[src/core/cancs_regs.svh]
`ifndef CANCS_REGS_SVH
`define CANCS_REGS_SVH
// ----------------------------------------------------------------
// Register indices (byte address is four times the index)
// ----------------------------------------------------------------
`define CANCS_IDX_CONTROL 8'h00
`define CANCS_IDX_COMMAND 8'h01
`define CANCS_IDX_STATUS 8'h02
`define CANCS_IDX_INTR 8'h03
`define CANCS_IDX_ERRCNT 8'h04
// ----------------------------------------------------------------
// Control fields
// ----------------------------------------------------------------
`define CANCS_CTL_RESET_REQ 0
`define CANCS_CTL_RX_IE 1
`define CANCS_CTL_TX_IE 2
`define CANCS_CTL_ERR_IE 3
`define CANCS_CTL_OVR_IE 4
`define CANCS_CTL_RESET 5'h01
`define CANCS_CTL_RSVD 3'h1
// ----------------------------------------------------------------
// Command fields
// ----------------------------------------------------------------
`define CANCS_CMD_TX_REQ 0
`define CANCS_CMD_ABORT 1
`define CANCS_CMD_RELEASE 2
`define CANCS_CMD_CLR_OVR 3
`define CANCS_CMD_SLEEP 4
// ----------------------------------------------------------------
// Interrupt register fields
// ----------------------------------------------------------------
`define CANCS_INT_RX 0
`define CANCS_INT_TX 1
`define CANCS_INT_ERR 2
`define CANCS_INT_OVR 3
`define CANCS_INT_RSVD 4'hE
// ----------------------------------------------------------------
// Limits
// ----------------------------------------------------------------
`define CANCS_WARN_LIMIT 8'h60
`endif

[src/core/cancs_pkg.sv]
package cancs_pkg;
    typedef enum logic [1:0] {
        CANCS_TX_IDLE = 2'b00,
        CANCS_TX_PEND = 2'b01,
        CANCS_TX_BUSY = 2'b10
    } cancs_tx_e;
endpackage : cancs_pkg

[src/core/cancs_ctrl.sv]
`timescale 1ns/10ps
`default_nettype none
`include "cancs_regs.svh"
module cancs_ctrl #(
    parameter int CNT_W = 8
) (
    input wire logic pclk,
    input wire logic presetn,
    input wire logic psel,
    input wire logic penable,
    input wire logic pwrite,
    input wire logic [31:0] paddr,
    input wire logic [31:0] pwdata,
    input wire logic [3:0] pstrb,
    output logic [31:0] prdata,
    output logic pready,
    output logic pslverr,
    output logic reset_mode,
    output logic tx_start,
    output logic tx_abort,
    output logic tx_no_retry,
    output logic rx_release,
    output logic tx_buf_locked,
    input wire logic tx_started,
    input wire logic tx_done_ok,
    input wire logic tx_done_err,
    input wire logic rx_active,
    input wire logic rx_fifo_nonempty,
    input wire logic rx_msg_accepted,
    input wire logic rx_fifo_full,
    input wire logic bus_off,
    input wire logic [CNT_W-1:0] tx_err_cnt,
    input wire logic [CNT_W-1:0] rx_err_cnt
);
    // ------------------------------------------------------------
    // Bus decode
    // ------------------------------------------------------------
    function automatic logic hit(input logic [31:0] a, input logic [7:0] idx);
        hit = (a[31:10] == 22'h0) && (a[9:2] == idx) && (a[1:0] == 2'h0);
    endfunction : hit

    logic acc, wr, rd, mapped;
    assign acc = psel && penable;
    assign wr = acc && pwrite && pstrb[0];
    assign rd = acc && !pwrite;
    assign mapped = hit(paddr, `CANCS_IDX_CONTROL) || hit(paddr, `CANCS_IDX_COMMAND)
        || hit(paddr, `CANCS_IDX_STATUS) || hit(paddr, `CANCS_IDX_INTR)
        || hit(paddr, `CANCS_IDX_ERRCNT);
    assign pready = 1'b1;
    assign pslverr = acc && !mapped;

    logic ctl_wr, cmd_wr, int_rd;
    assign ctl_wr = wr && hit(paddr, `CANCS_IDX_CONTROL);
    assign cmd_wr = wr && hit(paddr, `CANCS_IDX_COMMAND);
    assign int_rd = rd && hit(paddr, `CANCS_IDX_INTR);

    // ------------------------------------------------------------
    // Control register
    // ------------------------------------------------------------
    logic [4:0] ctl_r;
    always_ff @(posedge pclk or negedge presetn) begin
        if (!presetn) begin
            ctl_r <= `CANCS_CTL_RESET;
        end else if (ctl_wr) begin
            ctl_r <= pwdata[4:0];
        end
    end
    assign reset_mode = ctl_r[`CANCS_CTL_RESET_REQ];

    // ------------------------------------------------------------
    // Command pulses, never stored; sleep bit is ignored
    // ------------------------------------------------------------
    logic cmd_tx, cmd_abort, cmd_rel, cmd_clr;
    assign cmd_tx = cmd_wr && pwdata[`CANCS_CMD_TX_REQ] && !reset_mode;
    assign cmd_abort = cmd_wr && pwdata[`CANCS_CMD_ABORT];
    assign cmd_rel = cmd_wr && pwdata[`CANCS_CMD_RELEASE];
    assign cmd_clr = cmd_wr && pwdata[`CANCS_CMD_CLR_OVR];

    // ------------------------------------------------------------
    // Transmit sequencing
    // ------------------------------------------------------------
    cancs_pkg::cancs_tx_e tx_r;
    logic no_retry_r;
    always_ff @(posedge pclk or negedge presetn) begin
        if (!presetn) begin
            tx_r <= cancs_pkg::CANCS_TX_IDLE;
        end else if (reset_mode) begin
            tx_r <= cancs_pkg::CANCS_TX_IDLE;
        end else begin
            unique case (tx_r)
                cancs_pkg::CANCS_TX_IDLE: begin
                    if (cmd_tx) begin
                        tx_r <= cancs_pkg::CANCS_TX_PEND;
                    end
                end
                cancs_pkg::CANCS_TX_PEND: begin
                    if (cmd_abort) begin
                        tx_r <= cancs_pkg::CANCS_TX_IDLE;
                    end else if (tx_started) begin
                        tx_r <= cancs_pkg::CANCS_TX_BUSY;
                    end
                end
                cancs_pkg::CANCS_TX_BUSY: begin
                    // An abort here lets the frame run but sets no_retry_r, so a failed frame ends without retry
                    if (tx_done_ok || (tx_done_err && no_retry_r)) begin
                        tx_r <= cancs_pkg::CANCS_TX_IDLE;
                    end
                end
                default: tx_r <= cancs_pkg::CANCS_TX_IDLE;
            endcase
        end
    end

    always_ff @(posedge pclk or negedge presetn) begin
        if (!presetn) begin
            no_retry_r <= 1'b0;
        end else if (tx_r == cancs_pkg::CANCS_TX_IDLE) begin
            no_retry_r <= 1'b0;
        end else if (cmd_abort && tx_r == cancs_pkg::CANCS_TX_BUSY) begin
            no_retry_r <= 1'b1;
        end
    end

    assign tx_start = cmd_tx && tx_r == cancs_pkg::CANCS_TX_IDLE;
    assign tx_abort = reset_mode || (cmd_abort && tx_r == cancs_pkg::CANCS_TX_PEND);
    assign tx_no_retry = no_retry_r;
    assign rx_release = cmd_rel;

    logic tx_busy;
    assign tx_busy = tx_r != cancs_pkg::CANCS_TX_IDLE;
    assign tx_buf_locked = tx_busy;

    // ------------------------------------------------------------
    // Sticky status: complete and overrun
    // ------------------------------------------------------------
    logic tcs_r, dos_r, rbs_hold_r;
    always_ff @(posedge pclk or negedge presetn) begin
        if (!presetn) begin
            tcs_r <= 1'b1;
        end else if (tx_r == cancs_pkg::CANCS_TX_BUSY && tx_done_ok) begin
            tcs_r <= 1'b1;
        end else if (tx_start) begin
            tcs_r <= 1'b0;
        end
    end

    logic ovr_evt;
    assign ovr_evt = rx_msg_accepted && rx_fifo_full && !reset_mode;
    always_ff @(posedge pclk or negedge presetn) begin
        if (!presetn) begin
            dos_r <= 1'b0;
        end else if (ovr_evt) begin
            dos_r <= 1'b1;
        end else if (cmd_clr) begin
            dos_r <= 1'b0;
        end
    end

    // Receive flag drops for two cycles on release (command cycle and the next) so software sees a fresh edge
    always_ff @(posedge pclk or negedge presetn) begin
        if (!presetn) begin
            rbs_hold_r <= 1'b0;
        end else begin
            rbs_hold_r <= cmd_rel;
        end
    end

    logic rx_available_flag, warn;
    assign rx_available_flag = rx_fifo_nonempty && !cmd_rel && !rbs_hold_r;
    assign warn = (tx_err_cnt >= CNT_W'(`CANCS_WARN_LIMIT))
        || (rx_err_cnt >= CNT_W'(`CANCS_WARN_LIMIT));

    logic [7:0] status;
    assign status = {bus_off, warn, tx_r == cancs_pkg::CANCS_TX_BUSY, rx_active,
        tcs_r, !tx_busy, dos_r, rx_available_flag};

    // ------------------------------------------------------------
    // Interrupt flags
    // ------------------------------------------------------------
    logic [3:0] int_r;
    logic dos_q, tbs_q, err_q, bus_q;
    always_ff @(posedge pclk or negedge presetn) begin
        if (!presetn) begin
            dos_q <= 1'b0;
            tbs_q <= 1'b1;
            err_q <= 1'b0;
            bus_q <= 1'b0;
        end else begin
            dos_q <= dos_r;
            tbs_q <= !tx_busy;
            err_q <= warn;
            bus_q <= bus_off;
        end
    end

    logic [3:0] int_set;
    assign int_set[`CANCS_INT_RX] = ctl_r[`CANCS_CTL_RX_IE] && rx_available_flag;
    assign int_set[`CANCS_INT_TX] = ctl_r[`CANCS_CTL_TX_IE] && !tx_busy && !tbs_q;
    assign int_set[`CANCS_INT_ERR] = ctl_r[`CANCS_CTL_ERR_IE]
        && ((warn != err_q) || (bus_off != bus_q));
    assign int_set[`CANCS_INT_OVR] = ctl_r[`CANCS_CTL_OVR_IE] && dos_r && !dos_q;

    always_ff @(posedge pclk or negedge presetn) begin
        if (!presetn) begin
            int_r <= 4'h0;
        end else begin
            int_r[`CANCS_INT_RX] <= int_set[`CANCS_INT_RX]
                || (int_r[`CANCS_INT_RX] && !cmd_rel);
            for (int i = `CANCS_INT_TX; i <= `CANCS_INT_OVR; i++) begin
                int_r[i] <= int_set[i] || (int_r[i] && !int_rd);
            end
        end
    end

    // ------------------------------------------------------------
    // Read data
    // ------------------------------------------------------------
    always_ff @(posedge pclk or negedge presetn) begin
        if (!presetn) begin
            prdata <= 32'h0;
        end else if (psel && !penable && !pwrite) begin
            if (hit(paddr, `CANCS_IDX_CONTROL)) begin
                prdata <= {24'h0, `CANCS_CTL_RSVD, ctl_r};
            end else if (hit(paddr, `CANCS_IDX_STATUS)) begin
                prdata <= {24'h0, status};
            end else if (hit(paddr, `CANCS_IDX_INTR)) begin
                prdata <= {24'h0, `CANCS_INT_RSVD, int_r};
            end else if (hit(paddr, `CANCS_IDX_ERRCNT)) begin
                prdata <= {16'h0, 8'(rx_err_cnt), 8'(tx_err_cnt)};
            end else begin
                prdata <= 32'h0;
            end
        end
    end

    // ------------------------------------------------------------
    // Checks
    // ------------------------------------------------------------
    property p_ctl_reset;
        @(posedge pclk) $rose(presetn) |-> ctl_r == `CANCS_CTL_RESET;
    endproperty
    a_ctl_reset: assert property (p_ctl_reset) else $error("control reset wrong");

    property p_rr_abort;
        @(posedge pclk) disable iff (!presetn) reset_mode |=> tx_r == cancs_pkg::CANCS_TX_IDLE;
    endproperty
    a_rr_abort: assert property (p_rr_abort) else $error("reset mode kept transfer");

    property p_tx_req;
        @(posedge pclk) disable iff (!presetn)
            tx_start |=> tx_r == cancs_pkg::CANCS_TX_PEND && !tcs_r;
    endproperty
    a_tx_req: assert property (p_tx_req) else $error("request not taken");

    property p_abort_busy;
        @(posedge pclk) disable iff (!presetn)
            tx_r == cancs_pkg::CANCS_TX_BUSY && cmd_abort && !reset_mode && !tx_done_ok
            && !tx_done_err |=> tx_r == cancs_pkg::CANCS_TX_BUSY && no_retry_r;
    endproperty
    a_abort_busy: assert property (p_abort_busy) else $error("started frame aborted");

    property p_ovr_clear;
        @(posedge pclk) disable iff (!presetn) dos_r && !cmd_clr |=> dos_r;
    endproperty
    a_ovr_clear: assert property (p_ovr_clear) else $error("overrun cleared");

    property p_tbs;
        @(posedge pclk) disable iff (!presetn) status[5] |-> !status[2];
    endproperty
    a_tbs: assert property (p_tbs) else $error("buffer free while sending");

    property p_warn;
        @(posedge pclk) disable iff (!presetn)
            status[6] == (tx_err_cnt >= CNT_W'(`CANCS_WARN_LIMIT)
            || rx_err_cnt >= CNT_W'(`CANCS_WARN_LIMIT));
    endproperty
    a_warn: assert property (p_warn) else $error("warning bit wrong");

    property p_int_en;
        @(posedge pclk) disable iff (!presetn)
            !ctl_r[`CANCS_CTL_OVR_IE] && !int_r[`CANCS_INT_OVR] |=> !int_r[`CANCS_INT_OVR];
    endproperty
    a_int_en: assert property (p_int_en) else $error("disabled flag set");

    property p_rel;
        @(posedge pclk) disable iff (!presetn) cmd_rel |=> !status[0];
    endproperty
    a_rel: assert property (p_rel) else $error("receive flag held on release");

    property p_abort_pend;
        @(posedge pclk) disable iff (!presetn)
            tx_r == cancs_pkg::CANCS_TX_PEND && cmd_abort && !reset_mode
            |=> tx_r == cancs_pkg::CANCS_TX_IDLE && !tx_buf_locked;
    endproperty
    a_abort_pend: assert property (p_abort_pend) else $error("pending frame kept");

    property p_no_retry_end;
        @(posedge pclk) disable iff (!presetn)
            tx_r == cancs_pkg::CANCS_TX_BUSY && tx_done_err && no_retry_r && !reset_mode
            |=> tx_r == cancs_pkg::CANCS_TX_IDLE;
    endproperty
    a_no_retry_end: assert property (p_no_retry_end) else $error("aborted frame retried");

    property p_tcs_set;
        @(posedge pclk) disable iff (!presetn)
            tx_r == cancs_pkg::CANCS_TX_BUSY && tx_done_ok |=> status[3];
    endproperty
    a_tcs_set: assert property (p_tcs_set) else $error("complete not set");

    property p_tcs_hold;
        @(posedge pclk) disable iff (!presetn)
            !status[3] && !(tx_r == cancs_pkg::CANCS_TX_BUSY && tx_done_ok) |=> !status[3];
    endproperty
    a_tcs_hold: assert property (p_tcs_hold) else $error("complete set without success");

    property p_ovr_set;
        @(posedge pclk) disable iff (!presetn) ovr_evt |=> status[1];
    endproperty
    a_ovr_set: assert property (p_ovr_set) else $error("overrun not flagged");

    property p_rx_int_clr;
        @(posedge pclk) disable iff (!presetn) cmd_rel |=> !int_r[`CANCS_INT_RX];
    endproperty
    a_rx_int_clr: assert property (p_rx_int_clr) else $error("receive flag kept");

    property p_sts_ro;
        @(posedge pclk) disable iff (!presetn)
            wr && hit(paddr, `CANCS_IDX_STATUS) |=> $stable(ctl_r);
    endproperty
    a_sts_ro: assert property (p_sts_ro) else $error("status write had effect");

    property p_cmd_pulse;
        @(posedge pclk) disable iff (!presetn) rx_release |=> !rx_release;
    endproperty
    a_cmd_pulse: assert property (p_cmd_pulse) else $error("command held");

    property p_rx_int_en;
        @(posedge pclk) disable iff (!presetn)
            !ctl_r[`CANCS_CTL_RX_IE] && !int_r[`CANCS_INT_RX] |=> !int_r[`CANCS_INT_RX];
    endproperty
    a_rx_int_en: assert property (p_rx_int_en) else $error("disabled receive flag set");

    c_tx_ok: cover property (@(posedge pclk) disable iff (!presetn)
        tx_r == cancs_pkg::CANCS_TX_BUSY ##1 tcs_r);
    c_abort: cover property (@(posedge pclk) disable iff (!presetn)
        tx_r == cancs_pkg::CANCS_TX_PEND && cmd_abort);
    c_ovr: cover property (@(posedge pclk) disable iff (!presetn) ovr_evt);
    c_rst_abort: cover property (@(posedge pclk) disable iff (!presetn)
        reset_mode && tx_r == cancs_pkg::CANCS_TX_PEND);
    c_rel: cover property (@(posedge pclk) disable iff (!presetn)
        cmd_rel ##2 status[0]);
endmodule : cancs_ctrl
`default_nettype wire

[config.mk]
export PLATFORM = sky130hd
export DESIGN_NAME = cancs_ctrl
export DESIGN_NICKNAME = d
export VERILOG_FILES = /design/src/core/cancs_pkg.sv /design/src/core/cancs_ctrl.sv
export VERILOG_INCLUDE_DIRS = /design/src /design/src/core
export SDC_FILE = /design/constraint.sdc
export NUM_CORES = 1
export LEC_CHECK = 0
export ABC_AREA = 0
export BUFFER_PORTS_ARGS = -buffer_cell sky130_fd_sc_hd__buf_2
export CAP_MARGIN = 30
export CORE_ASPECT_RATIO = 1.75
export CORE_MARGIN = 1.5
export CORE_UTILIZATION = 41
export CTS_CLUSTER_DIAMETER = 50
export DETAILED_ROUTE_END_ITERATION = 12
export PLACE_DENSITY = 0.84
export SKIP_CTS_REPAIR_TIMING = 1
export SLEW_MARGIN = 0
export SYNTH_ARGS = -nofsm -noshare
export SYNTH_HDL_FRONTEND = slang
export SYNTH_SLANG_ARGS = --single-unit
[constraint.sdc]
create_clock -name pclk -period 2.55 [get_ports pclk]
set_input_delay 0.3825 -clock pclk [delete_from_list [all_inputs] [get_ports pclk]]
set_output_delay 0.3825 -clock pclk [all_outputs]
set_load 0.01 [all_outputs]
==> out/qor.yml <==
outcome:
  status: "complete, no violations"
synthesis:
  syn_avg_cell_area_um2: 9.244
  yosysSeqAreaShare_pct: 44.47
  async_flop_share_pct: 100.0
  synth_top_area_share_pct: 40.48
  synth_top_cell_by_area: "dfrtp_1"
  synth_area_leaders: "dfrtp_1 (40%), nand2_1 (6.6%), buf_4 (6.5%), o21ai_0 (4.8%), dfstp_2 (4.0%)"
  syn_area_mm2: 0.001978
  ys_ff_latch: 35
  synth_top_flop_cell: "dfrtp_1"
  synth_cells: 214
  synth_edf_count: 0
  synth_cell_types: 47
  yosys_warnings: 0
setup_path:
  crit_start: "paddr[21]"
  reg2reg_from: "tx_r[0]$_DFFE_PN0P_"
  cp_max_fo: 4
  cp.arrival_ps: 2100
  criticalPathCategory: "in2out"
  critPathMaxStageDelay_ps: 530
  crit_chain: "buf_2 > or4_4 > or3_4 > nor4_2 > a31o_2 > buf_2"
  worstPathRequired_ps: 2170
  end_kind: "output port"
  path_common_cell: "buf_2"
  start_kind: "primary input"
  slowest_stage: "or4_4"
sta:
  fin_hold_ws_ps: 153.8
  relSlewSlack_pct: 49.09
  setup_viol: 0
  rsz0062_at_grt: "no"
  finalCritPeriodShare_pct: 97.27
  worstMarginPinSlew_ps: 763.6
  final_max_slew_viol_count: 0
  fmax_mhz: 403.2
  fin_ws_ps: 69.65
  clock_skew_ps: 5.864
  finalSetupTns_ps: 0
  hold_viol: 0
  period_needed_ps: 2480
clocking:
  cts_max_level: 2
  numCtsBuffers: 5
  cts_sinks: 35
  clockBufferDepth: 2
  cts_tree: "yes"
  clk_latency_ps: 290
  cts_root_buffer: "clkbuf_8"
  cts.clk_slew.worst_paths_ps: 80
placed_design:
  place.gp.congestion: 0.8222
  post_dp_cell_area_mm2: 0.002444
  dp_hpwl_um: 4209
  dp_slack_ps: 8.132
  io_buffers: 89
power_and_ir_drop:
  leakagePower_nw: 1.278
  p_per_area_mw_per_mm2: 498.7
  ir_drop_v: 0.0004323
finish:
  n_fill_cell: 431
  antenna_cells: 0
  nets: 405
  final_cell_area_mm2: 0.002590
  syn2layout_area_growth_pct: 30.93
  multi_input_area_um2: 977.2
  drive_gt1_share_pct: 40.78
  regArea_um2: 879.6
grt:
  antenna_found_initial: 0
  met3_usage_pct: 3.973
  grt_pass1_vias: 1771
  use_met1_pct: 24.46
  overflow: 0
  busiest_layer: "met2"
  grt_pass1_wl_um: 8349
  grt_start_max_net_pins: 36
  grt.met2_usage_pct: 34.92
  grt_util_all_layers_pct: 20.22
drt:
  antenna_left: 0
  drt_iter0_drc: 92
  vias: 1938
  drc: 0
  drt-pass1-iter-count: 4
  vias_per_cell: 5.368
  totalWireLength_um: 5218
  wl_per_cell_um: 14.45
floorplan:
  die_area_mm2: 0.005267
  die_w_um: 55.51
  initial_core_util_pct: 42.40
  die_h_um: 94.89
  fp.coreArea_mm2: 0.004666
  io-pin-count: 137
  rows: 33
min_path:
  hold_class: "in2async"
run:
  maxCapViolations: 0
[state kept, by name (all words and copies together), names as in the netlist, 2 cells and up]
| register | count |
|---|---|
| ctl_r | 5 |
| int_r | 4 |
| tx_r | 2 |
| prdata | 16 |
[through the flow]
step                std cells  power, mW  utilization, %
global placement          353     0.7003           52.37
CTS                       361      1.296           55.30
global route              361      1.342           55.51
detailed placement        353     0.7023           52.37
finish                    361      1.292           55.51
floorplan                 229     0.6409               -
[worst max-delay path, delay by kind of cell]
| kind | cells | cell delay (ps) |
|---|---|---|
| buffers and inverters | 2 | 220 |
| AO/OA/AOI/OAI | 1 | 200 |
| AND/OR/NAND/NOR | 3 | 1300 |
[placed cells by master, fill, tap and decap left out, drive strengths merged, types with 3 or more instances in the layout]
cell / netlist / layout
buf: 18 / 96
nand2: 35 / 35
dfrtp: 32 / 32
o21ai: 19 / 19
conb: 2 / 17
inv: 9 / 9
nor4: 9 / 9
nand4: 8 / 8
nor2: 7 / 7
a21oi: 7 / 7
mux2: 5 / 5
clkbuf: 6 / 5
or4: 5 / 5
a22o: 4 / 4
o31ai: 4 / 4
a211oi: 3 / 3
nor2b: 3 / 3
nor3b: 3 / 3
nand3: 3 / 3
a221oi: 3 / 3
dfstp: 3 / 3
[Yosys cell counts (2+ instances only)]
library cell and instances:
a211oi_1 3, a21oi_1 7, a221oi_1 3, a22o_1 4, and3b_1 2, buf_4 17, clkbuf_1 6, conb_1 2
dfrtp_1 32, dfstp_2 3, inv_1 9, mux2_2 5, nand2_1 35, nand3_1 3, nand4_1 8, nor2_1 7
nor2b_1 3, nor3b_1 3, nor4_1 6, nor4_2 2, o21ai_0 19, o31ai_1 4, o32ai_1 2, or2_2 2
or3b_2 2, or4_1 3, or4_4 2
[logic make-up after synthesis]
kind of cell / share of synthesized area, %
multiplexers: 2.846
AO/OA/AOI/OAI: 17.02
other: 0.3796
flip-flops: 44.47
AND/OR/NAND/NOR: 25.36
XOR/XNOR: 0.4428
buffers and inverters: 9.487
[where the power goes]
| part | total, mW | switching (mW) | internal (mW) |
|---|---|---|---|
| Sequential | 0.557 | 0.000681 | 0.557 |
| Combinational | 0.137 | 0.0789 | 0.0579 |
| Clock | 0.598 | 0.208 | 0.390 |
[final timing paths]
path	slack, ps	to	depth (start not counted)
max	70	tx_abort	6
min	150	prdata[13]$_DFFE_PN0P_	1
max reg2reg	610	tcs_r$_DFFE_PN1P_	6
min reg2reg	420	int_r[3]$_DFF_PN0_	1
max in group asynchronous	1900	int_r[0]$_DFF_PN0_	1
min in group pclk	240	bus_q$_DFF_PN0_	1
[metal layers]
layer / wire length (µm) / up-vias / share of wire (%)
met2: 2719 / 90 / 52
met1: 2057 / 895 / 39
met3: 304 / 14 / 5.8
met4: 136 / 0 / 2.6
li1: - / 939 / -
met5: 0 / - / 0
[final cells by class]
| type | instances | share of cell area (%) |
|---|---|---|
| tap | 52 | 2.512 |
| inverter | 9 | 1.304 |
| multi-input combinational | 161 | 37.73 |
| clock inverter | 3 | 2.609 |
| timing repair buffer | 96 | 19.23 |
| sequential | 35 | 33.96 |
| clock buffer | 5 | 2.657 |
(Power assumes the default switching activity.)
